### config.mk
export PLATFORM = sky130hd
export DESIGN_NAME = sac_top
export DESIGN_NICKNAME = d
export VERILOG_FILES = /design/src/design/sac_pkg.sv /design/src/design/sac_top.sv /design/src/design/sac_sync2.sv
export SDC_FILE = /design/constraint.sdc
export NUM_CORES = 1
export LEC_CHECK = 0
export BUFFER_PORTS_ARGS = -buffer_cell sky130_fd_sc_hd__buf_2
export CORE_ASPECT_RATIO = 1.75
export CORE_MARGIN = 2
export CORE_UTILIZATION = 35
export CTS_CLUSTER_DIAMETER = 200
export CTS_CLUSTER_SIZE = 25
export DETAILED_ROUTE_END_ITERATION = 8
export HOLD_SLACK_MARGIN = 0.06
export PLACE_DENSITY = 0.52
export SYNTH_ARGS = -nofsm -noshare
export SYNTH_HDL_FRONTEND = slang
export SYNTH_SLANG_ARGS = --single-unit
### constraint.sdc
create_clock -name clk_sys -period 13.49 [get_ports clk_sys]
set_clock_uncertainty 0.15 [all_clocks]
set_input_delay 2.698 -clock clk_sys [delete_from_list [all_inputs] [get_ports clk_sys]]
set_output_delay 2.698 -clock clk_sys [all_outputs]
set_load 0.03 [all_outputs]
### src/design/sac_pkg.sv
// constants, types and offsets of the converter sequencer control
// assumes one 40 MHz clock and an APB master reaching the registers
package sac_pkg;

  // ---------------------------------------------------------------
  // geometry and timing
  // ---------------------------------------------------------------
  localparam int CHAN_N = 8;
  localparam int IDX_W = 3;
  localparam int DATA_W = 8;
  localparam int CLK_HZ = 40_000_000;
  localparam int CLKS_PER_BIT = 9;
  localparam int PHASES_PER_BIT = 2;
  localparam int SLOT_CYCLES = CLKS_PER_BIT * PHASES_PER_BIT;
  localparam logic [4:0] SLOT_LAST = 5'(SLOT_CYCLES - 1);
  localparam logic [2:0] STRAP_SETTLE = 3'h4;

  // ---------------------------------------------------------------
  // register offsets
  // ---------------------------------------------------------------
  localparam logic [7:0] OFS_CMD = 8'h00;
  localparam logic [7:0] OFS_RESULT = 8'h04;
  localparam logic [7:0] OFS_STATUS = 8'h08;
  localparam logic [7:0] OFS_CONFIG = 8'h0C;

  // ---------------------------------------------------------------
  // command word fields
  // ---------------------------------------------------------------
  localparam int CMD_IDX_LSB = 0;
  localparam int CMD_PD_BIT = 3;
  localparam int CMD_HOLD_BIT = 4;
  localparam int CMD_SIGNED_BIT = 5;
  localparam int CMD_PAIR_BIT = 6;

  // ---------------------------------------------------------------
  // status word fields
  // ---------------------------------------------------------------
  localparam int ST_BUSY_BIT = 0;
  localparam int ST_PD_BIT = 1;
  localparam int ST_MODE_LSB = 2;
  localparam int ST_VSS_BIT = 4;
  localparam int ST_PTR_LSB = 5;
  localparam int ST_STRAP_BIT = 8;

  // ---------------------------------------------------------------
  // reset values and patterns
  // ---------------------------------------------------------------
  localparam logic [7:0] CFG_RESET = 8'h00;
  localparam logic [7:0] ALL_CHANNELS = 8'hFF;
  localparam logic [7:0] EVEN_CHANNELS = 8'h55;

  typedef enum logic [1:0] {
    MODE_OPEN = 2'b00,
    MODE_LOW = 2'b01,
    MODE_HIGH = 2'b10
  } sac_mode_type;

  typedef enum logic [0:0] {
    CV_IDLE = 1'b0,
    CV_RUN = 1'b1
  } sac_cv_type;

endpackage

### src/design/sac_top.sv
// sequencer control of the simultaneous-sampling converter, APB slave
// assumes the analog core samples on conv_sample and presents conv_data
// for conv_chan by the last cycle of each channel slot
//
// The implementer's own choices: the APB interface to the registers and the register offsets.
module sac_top
  import sac_pkg::*;
(
  // clock and reset
  input wire logic clk_sys,
  input wire logic reset,
  // apb slave
  input wire logic psel,
  input wire logic penable,
  input wire logic pwrite,
  input wire logic [7:0] paddr,
  input wire logic [31:0] pwdata,
  output logic [31:0] prdata,
  output logic pready,
  output logic pslverr,
  // straps: mode pin seen with weak pull-up and weak pull-down
  input wire logic mode_sense_up,
  input wire logic mode_sense_down,
  input wire logic vss_negative,
  // analog core
  input wire logic [DATA_W-1:0] conv_data,
  output logic conv_sample,
  output logic [IDX_W-1:0] conv_chan,
  output logic conv_pair,
  output logic conv_signed,
  output logic conv_swap,
  output logic busy_n
);

  // ---------------------------------------------------------------
  // state
  // ---------------------------------------------------------------
  typedef struct packed {
    logic pready;
    logic pslverr;
    logic [31:0] prdata;
    logic [CHAN_N-1:0] cfg_sel;
    logic [CHAN_N-1:0] cfg_pair_input_select;
    logic [CHAN_N-1:0] cfg_bip;
    logic [CHAN_N-1:0] cfg_swap;
    logic pd;
    logic [IDX_W-1:0] rd_ptr;
    logic [CHAN_N-1:0][DATA_W-1:0] ram;
    sac_cv_type cv;
    logic [IDX_W-1:0] cv_chan;
    logic [4:0] cv_cnt;
    logic [CHAN_N-1:0] cv_sel;
    logic [CHAN_N-1:0] cv_pair_input_select;
    logic [CHAN_N-1:0] cv_bip;
    logic [CHAN_N-1:0] cv_swap;
    logic sample;
    logic o_pair;
    logic o_signed;
    logic o_swap;
    logic busy_n;
    logic strap_done;
    logic [2:0] settle_cnt;
    sac_mode_type mode;
    logic vss_neg;
  } sac_state_type;

  sac_state_type st;
  sac_state_type n;

  // ---------------------------------------------------------------
  // decode signals
  // ---------------------------------------------------------------
  logic [2:0] pins_sync;
  logic access;
  logic do_wr;
  logic do_rd;
  logic [31:0] rd_eff;
  logic [31:0] wr_eff;
  logic [7:0] cmd;
  logic [IDX_W-1:0] idx;
  logic [IDX_W-1:0] base;
  logic [IDX_W:0] above;

  // ---------------------------------------------------------------
  // pin synchronisers
  // ---------------------------------------------------------------
  sac_sync2 #(
    .WIDTH(3)
  ) u_sync (
    .clk_sys(clk_sys),
    .reset(reset),
    .async_in({vss_negative, mode_sense_down, mode_sense_up}),
    .sync_out(pins_sync)
  );

  // ---------------------------------------------------------------
  // helpers
  // ---------------------------------------------------------------
  // next set channel after cur, wrapping; cur itself if alone or if none is set
  function automatic logic [IDX_W-1:0] next_wrap(
    input logic [CHAN_N-1:0] v,
    input logic [IDX_W-1:0] cur
  );
    logic [IDX_W-1:0] r;
    logic [IDX_W-1:0] k3;
    r = cur;
    for (int k = CHAN_N; k >= 1; k--) begin
      k3 = cur + IDX_W'(k);
      if (v[k3]) begin
        r = k3;
      end
    end
    return r;
  endfunction

  // lowest set channel above cur, with a found flag on top
  function automatic logic [IDX_W:0] next_above(
    input logic [CHAN_N-1:0] v,
    input logic [IDX_W-1:0] cur
  );
    logic [IDX_W:0] r;
    r = '0;
    for (int j = CHAN_N - 1; j >= 0; j--) begin
      if (v[j] && IDX_W'(j) > cur) begin
        r = {1'b1, IDX_W'(j)};
      end
    end
    return r;
  endfunction

  // effective {sel, pair_input_select, bip, swap} for the held strap setting
  function automatic logic [31:0] eff_cfg(
    input sac_mode_type mode,
    input logic vneg,
    input logic [CHAN_N-1:0] sel,
    input logic [CHAN_N-1:0] pair_input_select,
    input logic [CHAN_N-1:0] signed_range_select,
    input logic [CHAN_N-1:0] swap
  );
    logic [CHAN_N-1:0] b;
    b = vneg ? ALL_CHANNELS : CFG_RESET;
    unique case (mode)
      MODE_LOW: eff_cfg = {ALL_CHANNELS, CFG_RESET, b, CFG_RESET};
      MODE_HIGH: eff_cfg = {EVEN_CHANNELS, EVEN_CHANNELS, b, CFG_RESET};
      default: eff_cfg = {sel, pair_input_select, signed_range_select, swap};
    endcase
  endfunction

  // ---------------------------------------------------------------
  // next state
  // ---------------------------------------------------------------
  always_comb begin
    n = st;
    n.sample = 1'b0;
    cmd = pwdata[7:0];
    idx = cmd[CMD_IDX_LSB +: IDX_W];
    base = {idx[IDX_W-1:1], 1'b0};
    above = '0;
    wr_eff = '0;
    rd_eff = eff_cfg(st.mode, st.vss_neg, st.cfg_sel, st.cfg_pair_input_select,
                     st.cfg_bip, st.cfg_swap);

    // strap capture once, after the synchronisers settle
    if (!st.strap_done) begin
      if (st.settle_cnt == STRAP_SETTLE) begin
        n.strap_done = 1'b1;
        n.vss_neg = pins_sync[2];
        if (!pins_sync[0] && !pins_sync[1]) begin
          n.mode = MODE_LOW;
        end else if (pins_sync[0] && pins_sync[1]) begin
          n.mode = MODE_HIGH;
        end else begin
          // open, or an inconsistent sense, counts as open
          n.mode = MODE_OPEN;
        end
      end else begin
        n.settle_cnt = st.settle_cnt + 3'h1;
      end
    end

    // apb: one wait cycle, answer registered
    access = psel && penable;
    if (access && !st.pready) begin
      n.pready = 1'b1;
      n.pslverr = 1'b0;
      n.prdata = '0;
      unique case (paddr)
        OFS_CMD: n.prdata = '0;
        OFS_RESULT: begin
          if (!st.pd) begin
            n.prdata[DATA_W-1:0] = st.ram[st.rd_ptr];
          end
        end
        OFS_STATUS: begin
          n.prdata[ST_BUSY_BIT] = ~st.busy_n;
          n.prdata[ST_PD_BIT] = st.pd;
          n.prdata[ST_MODE_LSB +: 2] = st.mode;
          n.prdata[ST_VSS_BIT] = st.vss_neg;
          n.prdata[ST_PTR_LSB +: IDX_W] = st.rd_ptr;
          n.prdata[ST_STRAP_BIT] = st.strap_done;
        end
        OFS_CONFIG: n.prdata = rd_eff;
        default: n.pslverr = 1'b1;
      endcase
    end else begin
      n.pready = 1'b0;
      n.pslverr = 1'b0;
    end
    do_wr = access && st.pready && pwrite && paddr == OFS_CMD;
    do_rd = access && st.pready && !pwrite && paddr == OFS_RESULT;

    // consecutive reads walk the configured channels and wrap
    if (do_rd && !st.pd) begin
      n.rd_ptr = next_wrap(rd_eff[31:24], st.rd_ptr);
    end

    // conversion pacing, one slot per channel
    if (st.cv == CV_RUN) begin
      n.cv_cnt = st.cv_cnt + 5'h1;
      if (st.cv_cnt == SLOT_LAST) begin
        // result taken in the last cycle of the slot
        n.ram[st.cv_chan] = conv_data;
        n.cv_cnt = '0;
        above = next_above(st.cv_sel, st.cv_chan);
        if (above[IDX_W]) begin
          n.cv_chan = above[IDX_W-1:0];
        end else begin
          n.cv = CV_IDLE;
          n.busy_n = 1'b1;
        end
      end
    end

    // command writes
    if (do_wr && st.strap_done) begin
      if (st.mode == MODE_OPEN) begin
        n.pd = cmd[CMD_PD_BIT];
        // configuration loads even while powered down
        if (cmd[CMD_PAIR_BIT]) begin
          n.cfg_sel[base] = 1'b1;
          n.cfg_sel[base + IDX_W'(1)] = 1'b0;
          n.cfg_pair_input_select[base] = 1'b1;
          n.cfg_bip[base] = cmd[CMD_SIGNED_BIT];
          n.cfg_swap[base] = idx[0];
        end else begin
          n.cfg_sel[idx] = 1'b1;
          n.cfg_pair_input_select[idx] = 1'b0;
          n.cfg_bip[idx] = cmd[CMD_SIGNED_BIT];
          n.cfg_swap[idx] = 1'b0;
        end
        if (cmd[CMD_HOLD_BIT]) begin
          n.rd_ptr = idx;
        end
      end
      // strapped mode leaves configuration alone
      // snapshot taken after this write's own update
      wr_eff = eff_cfg(st.mode, st.vss_neg, n.cfg_sel, n.cfg_pair_input_select,
                       n.cfg_bip, n.cfg_swap);
      if ((st.mode != MODE_OPEN || !cmd[CMD_HOLD_BIT]) && !n.pd &&
          st.cv == CV_IDLE && wr_eff[31:24] != CFG_RESET) begin
        n.cv = CV_RUN;
        n.sample = 1'b1;
        n.busy_n = 1'b0;
        n.cv_cnt = '0;
        {n.cv_sel, n.cv_pair_input_select, n.cv_bip, n.cv_swap} = wr_eff;
        n.cv_chan = next_wrap(wr_eff[31:24], {IDX_W{1'b1}});
        // reads restart at the lowest converted channel
        n.rd_ptr = n.cv_chan;
      end
    end

    // attributes of the channel now converting
    n.o_pair = n.cv_pair_input_select[n.cv_chan];
    n.o_signed = n.cv_bip[n.cv_chan];
    n.o_swap = n.cv_swap[n.cv_chan];
  end

  // ---------------------------------------------------------------
  // registers
  // ---------------------------------------------------------------
  always_ff @(posedge clk_sys or posedge reset) begin
    if (reset) begin
      st <= '0;
      st.busy_n <= 1'b1;
      st.cv <= CV_IDLE;
      st.mode <= MODE_OPEN;
    end else begin
      st <= n;
    end
  end

  // ---------------------------------------------------------------
  // outputs
  // ---------------------------------------------------------------
  assign prdata = st.prdata;
  assign pready = st.pready;
  assign pslverr = st.pslverr;
  assign conv_sample = st.sample;
  assign conv_chan = st.cv_chan;
  assign conv_pair = st.o_pair;
  assign conv_signed = st.o_signed;
  assign conv_swap = st.o_swap;
  assign busy_n = st.busy_n;

endmodule

### src/design/sac_sync2.sv
// two-flop synchroniser for pin inputs
// assumes asynchronous inputs and an active-high asynchronous reset
module sac_sync2 #(
  parameter int WIDTH = 1
) (
  // clock and reset
  input wire logic clk_sys,
  input wire logic reset,
  // data
  input wire logic [WIDTH-1:0] async_in,
  output logic [WIDTH-1:0] sync_out
);

  logic [WIDTH-1:0] meta;

  always_ff @(posedge clk_sys or posedge reset) begin
    if (reset) begin
      meta <= '0;
      sync_out <= '0;
    end else begin
      meta <= async_in;
      sync_out <= meta;
    end
  end

endmodule

==> reports/qor.csv <==
metric;value;unit
drtPass1Iterations;5;
hold_path_end;u_sync.sync_out[1];
grt-busiest-layer;met2;
fp.dieW;132.7;um
post-route-period-util;0.4164;
portBuffers;72;
n_fill_cell;2826;
end_kind;flip-flop;
synth-edff-count;0;
grt_pass1_wl;43480;um
num_vias;7161;
reg2reg_slack;9.17;ns
cts_resized;0;
clock_power_share;0.447;
worstPathRequired;13.67;ns
drc;0;
layout_common_cells;191 x dfrtp_1, 121 x nand2_1, 98 x mux2_2;
ys.flop_type;dfrtp_1;
gp_congestion;0.8347;
holdCritPathClass;reg -> reg;
vias_per_cell;5.265;
rsz0062_at_grt;no;
power;1232;uW
final_area;11200;um2
synth.cell_area;10140;um2
cts_setup_buffers;0;
status;finished clean;
reg2reg_depth;11;
critical_path_class;in -> reg;
antenna_found_initial;1;
rr_startpoint;st[118];
p_leak;0.005030;uW
p_sw_frac;0.2424;
cts.hold.buffers_added;0;
drive_gt1_frac;0.2528;
yosys_warnings;0;
dpl-instance-area;10570;um2
syn_inst;959;
seq_area_frac_synth;0.4737;
synthArstFlopShare;1.000;
regToRegEndpoint;st[119];
seq_power_share;0.481;
routed_wl;27720;um
ant_nets;0;
max_cap_viol_count;0;
coreArea;28630;um2
cp-start-kind;primary input;
grt_usage;0.1895;
intPower;933.6;uW
die_area;30420;um2
hold_start;u_sync.meta[1];
hold_depth;0;
synth_nets;1025;
finalNetCount;1035;
met3_usage;0.03054;
drv_slew;0;
comb_power_share;0.073;
rows;82;
hold_viol;0;
setup_viol_count_final;0;
cts_tree;built;
grt_max_degree;124;
use_met1;0.1914;
max_slew_margin;0.3356;
cts_max_path_buffers;2;
cts-root-buf;clkbuf_16;
fin_util;0.3911;
cts_made_buffers;17;
timing.setup.tns;0;ns
synth-seq-cells;192;
cp_max_fo;20;
clk_transition_reported_paths;0.07;ns
clk_latency;0.46;ns
p_sw;298.7;uW
worst-slew-pin-transition;0.9936;ns
post_drt_wl_per_cell;20.38;um
power_density;110.1;nW/um2
overflow;0;
min_period;5.618;ns
start_util;0.3544;
place_hpwl;19930;um
clkSinkCount;192;
vdd_drop_max;0.08565;mV
avgSynthCellArea;10.58;um2
synthToLayoutAreaGrowth;10.36;%
yosys.cell_types.count;70;
drt-initial-drc-count;359;
grt_pass1_vias;7571;
timing.fmax;178.0;MHz
cp_data_arrival_time;5.80;ns
boundaryPins;98;
die_h;229.2;um
grtUsageMet2;0.3559;
h-tree-depth;4;
layout_commonest_cell;dfrtp_1;
kinds of logic after synthesis:
logic type,Yosys count,synth area share
simple gates,256,0.1172
flops,192,0.4737
mux,170,0.2087
xor+xnor,6,0.005181
fa+ha+maj,11,0.01344
compound gates,195,0.1177
buf+inv,129,0.06413
sequential cells by signal, indices dropped and copies added (netlist names), 3 cells and up:
signal and flops:
u_sync.meta 3, u_sync.sync_out 3, prdata 32, conv_chan 3, st 144
worst max-delay path, cell delays in order:
cell	delay, ns
buf_2	0.31
nand2b_1	0.31
maj3_2	0.38
a2111o_1	0.43
o211ai_2	0.18
buf_4	0.31
mux2i_1	0.23
buf_4	0.26
mux2_1	0.42
mux2i_1	0.14
mux2i_1	0.09
area by class of cell:
cell class | instances | area (um2) | area share
diodes | 1 | 2.502 | 0.0002235
clock buffers | 20 | 446.7 | 0.03990
clock inverters | 11 | 180.2 | 0.01609
inverters | 38 | 150.1 | 0.01341
multi-input cells | 638 | 4702 | 0.4200
flip-flops and latches | 192 | 4806 | 0.4293
well taps | 378 | 473.0 | 0.04224
repair buffers | 82 | 435.4 | 0.03889
cells in the mapped netlist, types with 4 or more instances:
cell	n	area, um2
buf_1	7	26.28
dfrtp_1	191	4780
nand3b_1	6	45.04
o22ai_1	5	31.28
o21ai_0	77	385.4
buf_4	39	292.8
nor2_1	51	191.4
mux2_4	5	75.07
nand2_1	121	454.2
nor2b_1	4	25.02
mux4_2	21	473.0
mux2_1	4	45.04
clkbuf_1	39	146.4
mux2i_1	42	420.4
and2_1	8	50.05
o211ai_1	7	52.55
a211oi_1	4	30.03
nor4_1	4	25.02
mux2_2	98	1104
or3_1	4	25.02
buf_2	4	20.02
ha_1	10	125.1
inv_1	36	135.1
o21ai_1	6	30.03
nor3_1	9	45.04
nor3b_1	5	37.54
nand3_1	14	70.07
a31oi_1	17	106.4
nand2b_1	9	56.30
a21oi_1	40	200.2
a221oi_1	9	78.83
power groups by stage:
stage	combinational, uW	clock [uW]	sequential [uW]
2_1_floorplan	62.8	0	602
3_5_place_dp	90.7	0	604
3_3_place_gp	90.3	0	603
5_1_grt	99.7	584	593
4_1_cts	90.9	563	592
6_report	89.4	551	592
worst max path at each step:
| stage | start | to | slack [ns] | cells past startpoint |
|---|---|---|---|---|
| 2_1_floorplan | reset | conv_chan[0] | 5.42 | 1 |
| 4_1_cts | pwdata[0] | conv_pair | 7.91 | 11 |
| 5_1_grt | pwdata[0] | conv_pair | 7.73 | 11 |
| 3_5_place_dp | pwdata[0] | conv_pair | 7.42 | 11 |
| 3_3_place_gp | pwdata[0] | conv_pair | 7.42 | 11 |
| 6_report | pwdata[0] | conv_pair | 7.87 | 11 |
metal layers:
layer  routed length [um]  vias to the layer above
met4                 1578                        0
met5                    0                        -
met2                15280                      127
li1                     -                     3393
met3                  651                       65
met1                10210                     3576
per-stage QoR:
| stage | setup WS [ns] | hold slack (ns) | cells |
|---|---|---|---|
| 2_1_floorplan | 5.416 | 0.1812 | 959 |
| 3_3_place_gp | 7.421 | 0.1861 | 1328 |
| 3_5_place_dp | 7.419 | 0.1911 | 1328 |
| 4_1_cts | 7.911 | 0.2112 | 1359 |
| 5_1_grt | 7.726 | 0.2135 | 1360 |
| 6_report | 7.872 | 0.2067 | 1360 |
No activity file was read; power rests on OpenSTA's default activity.
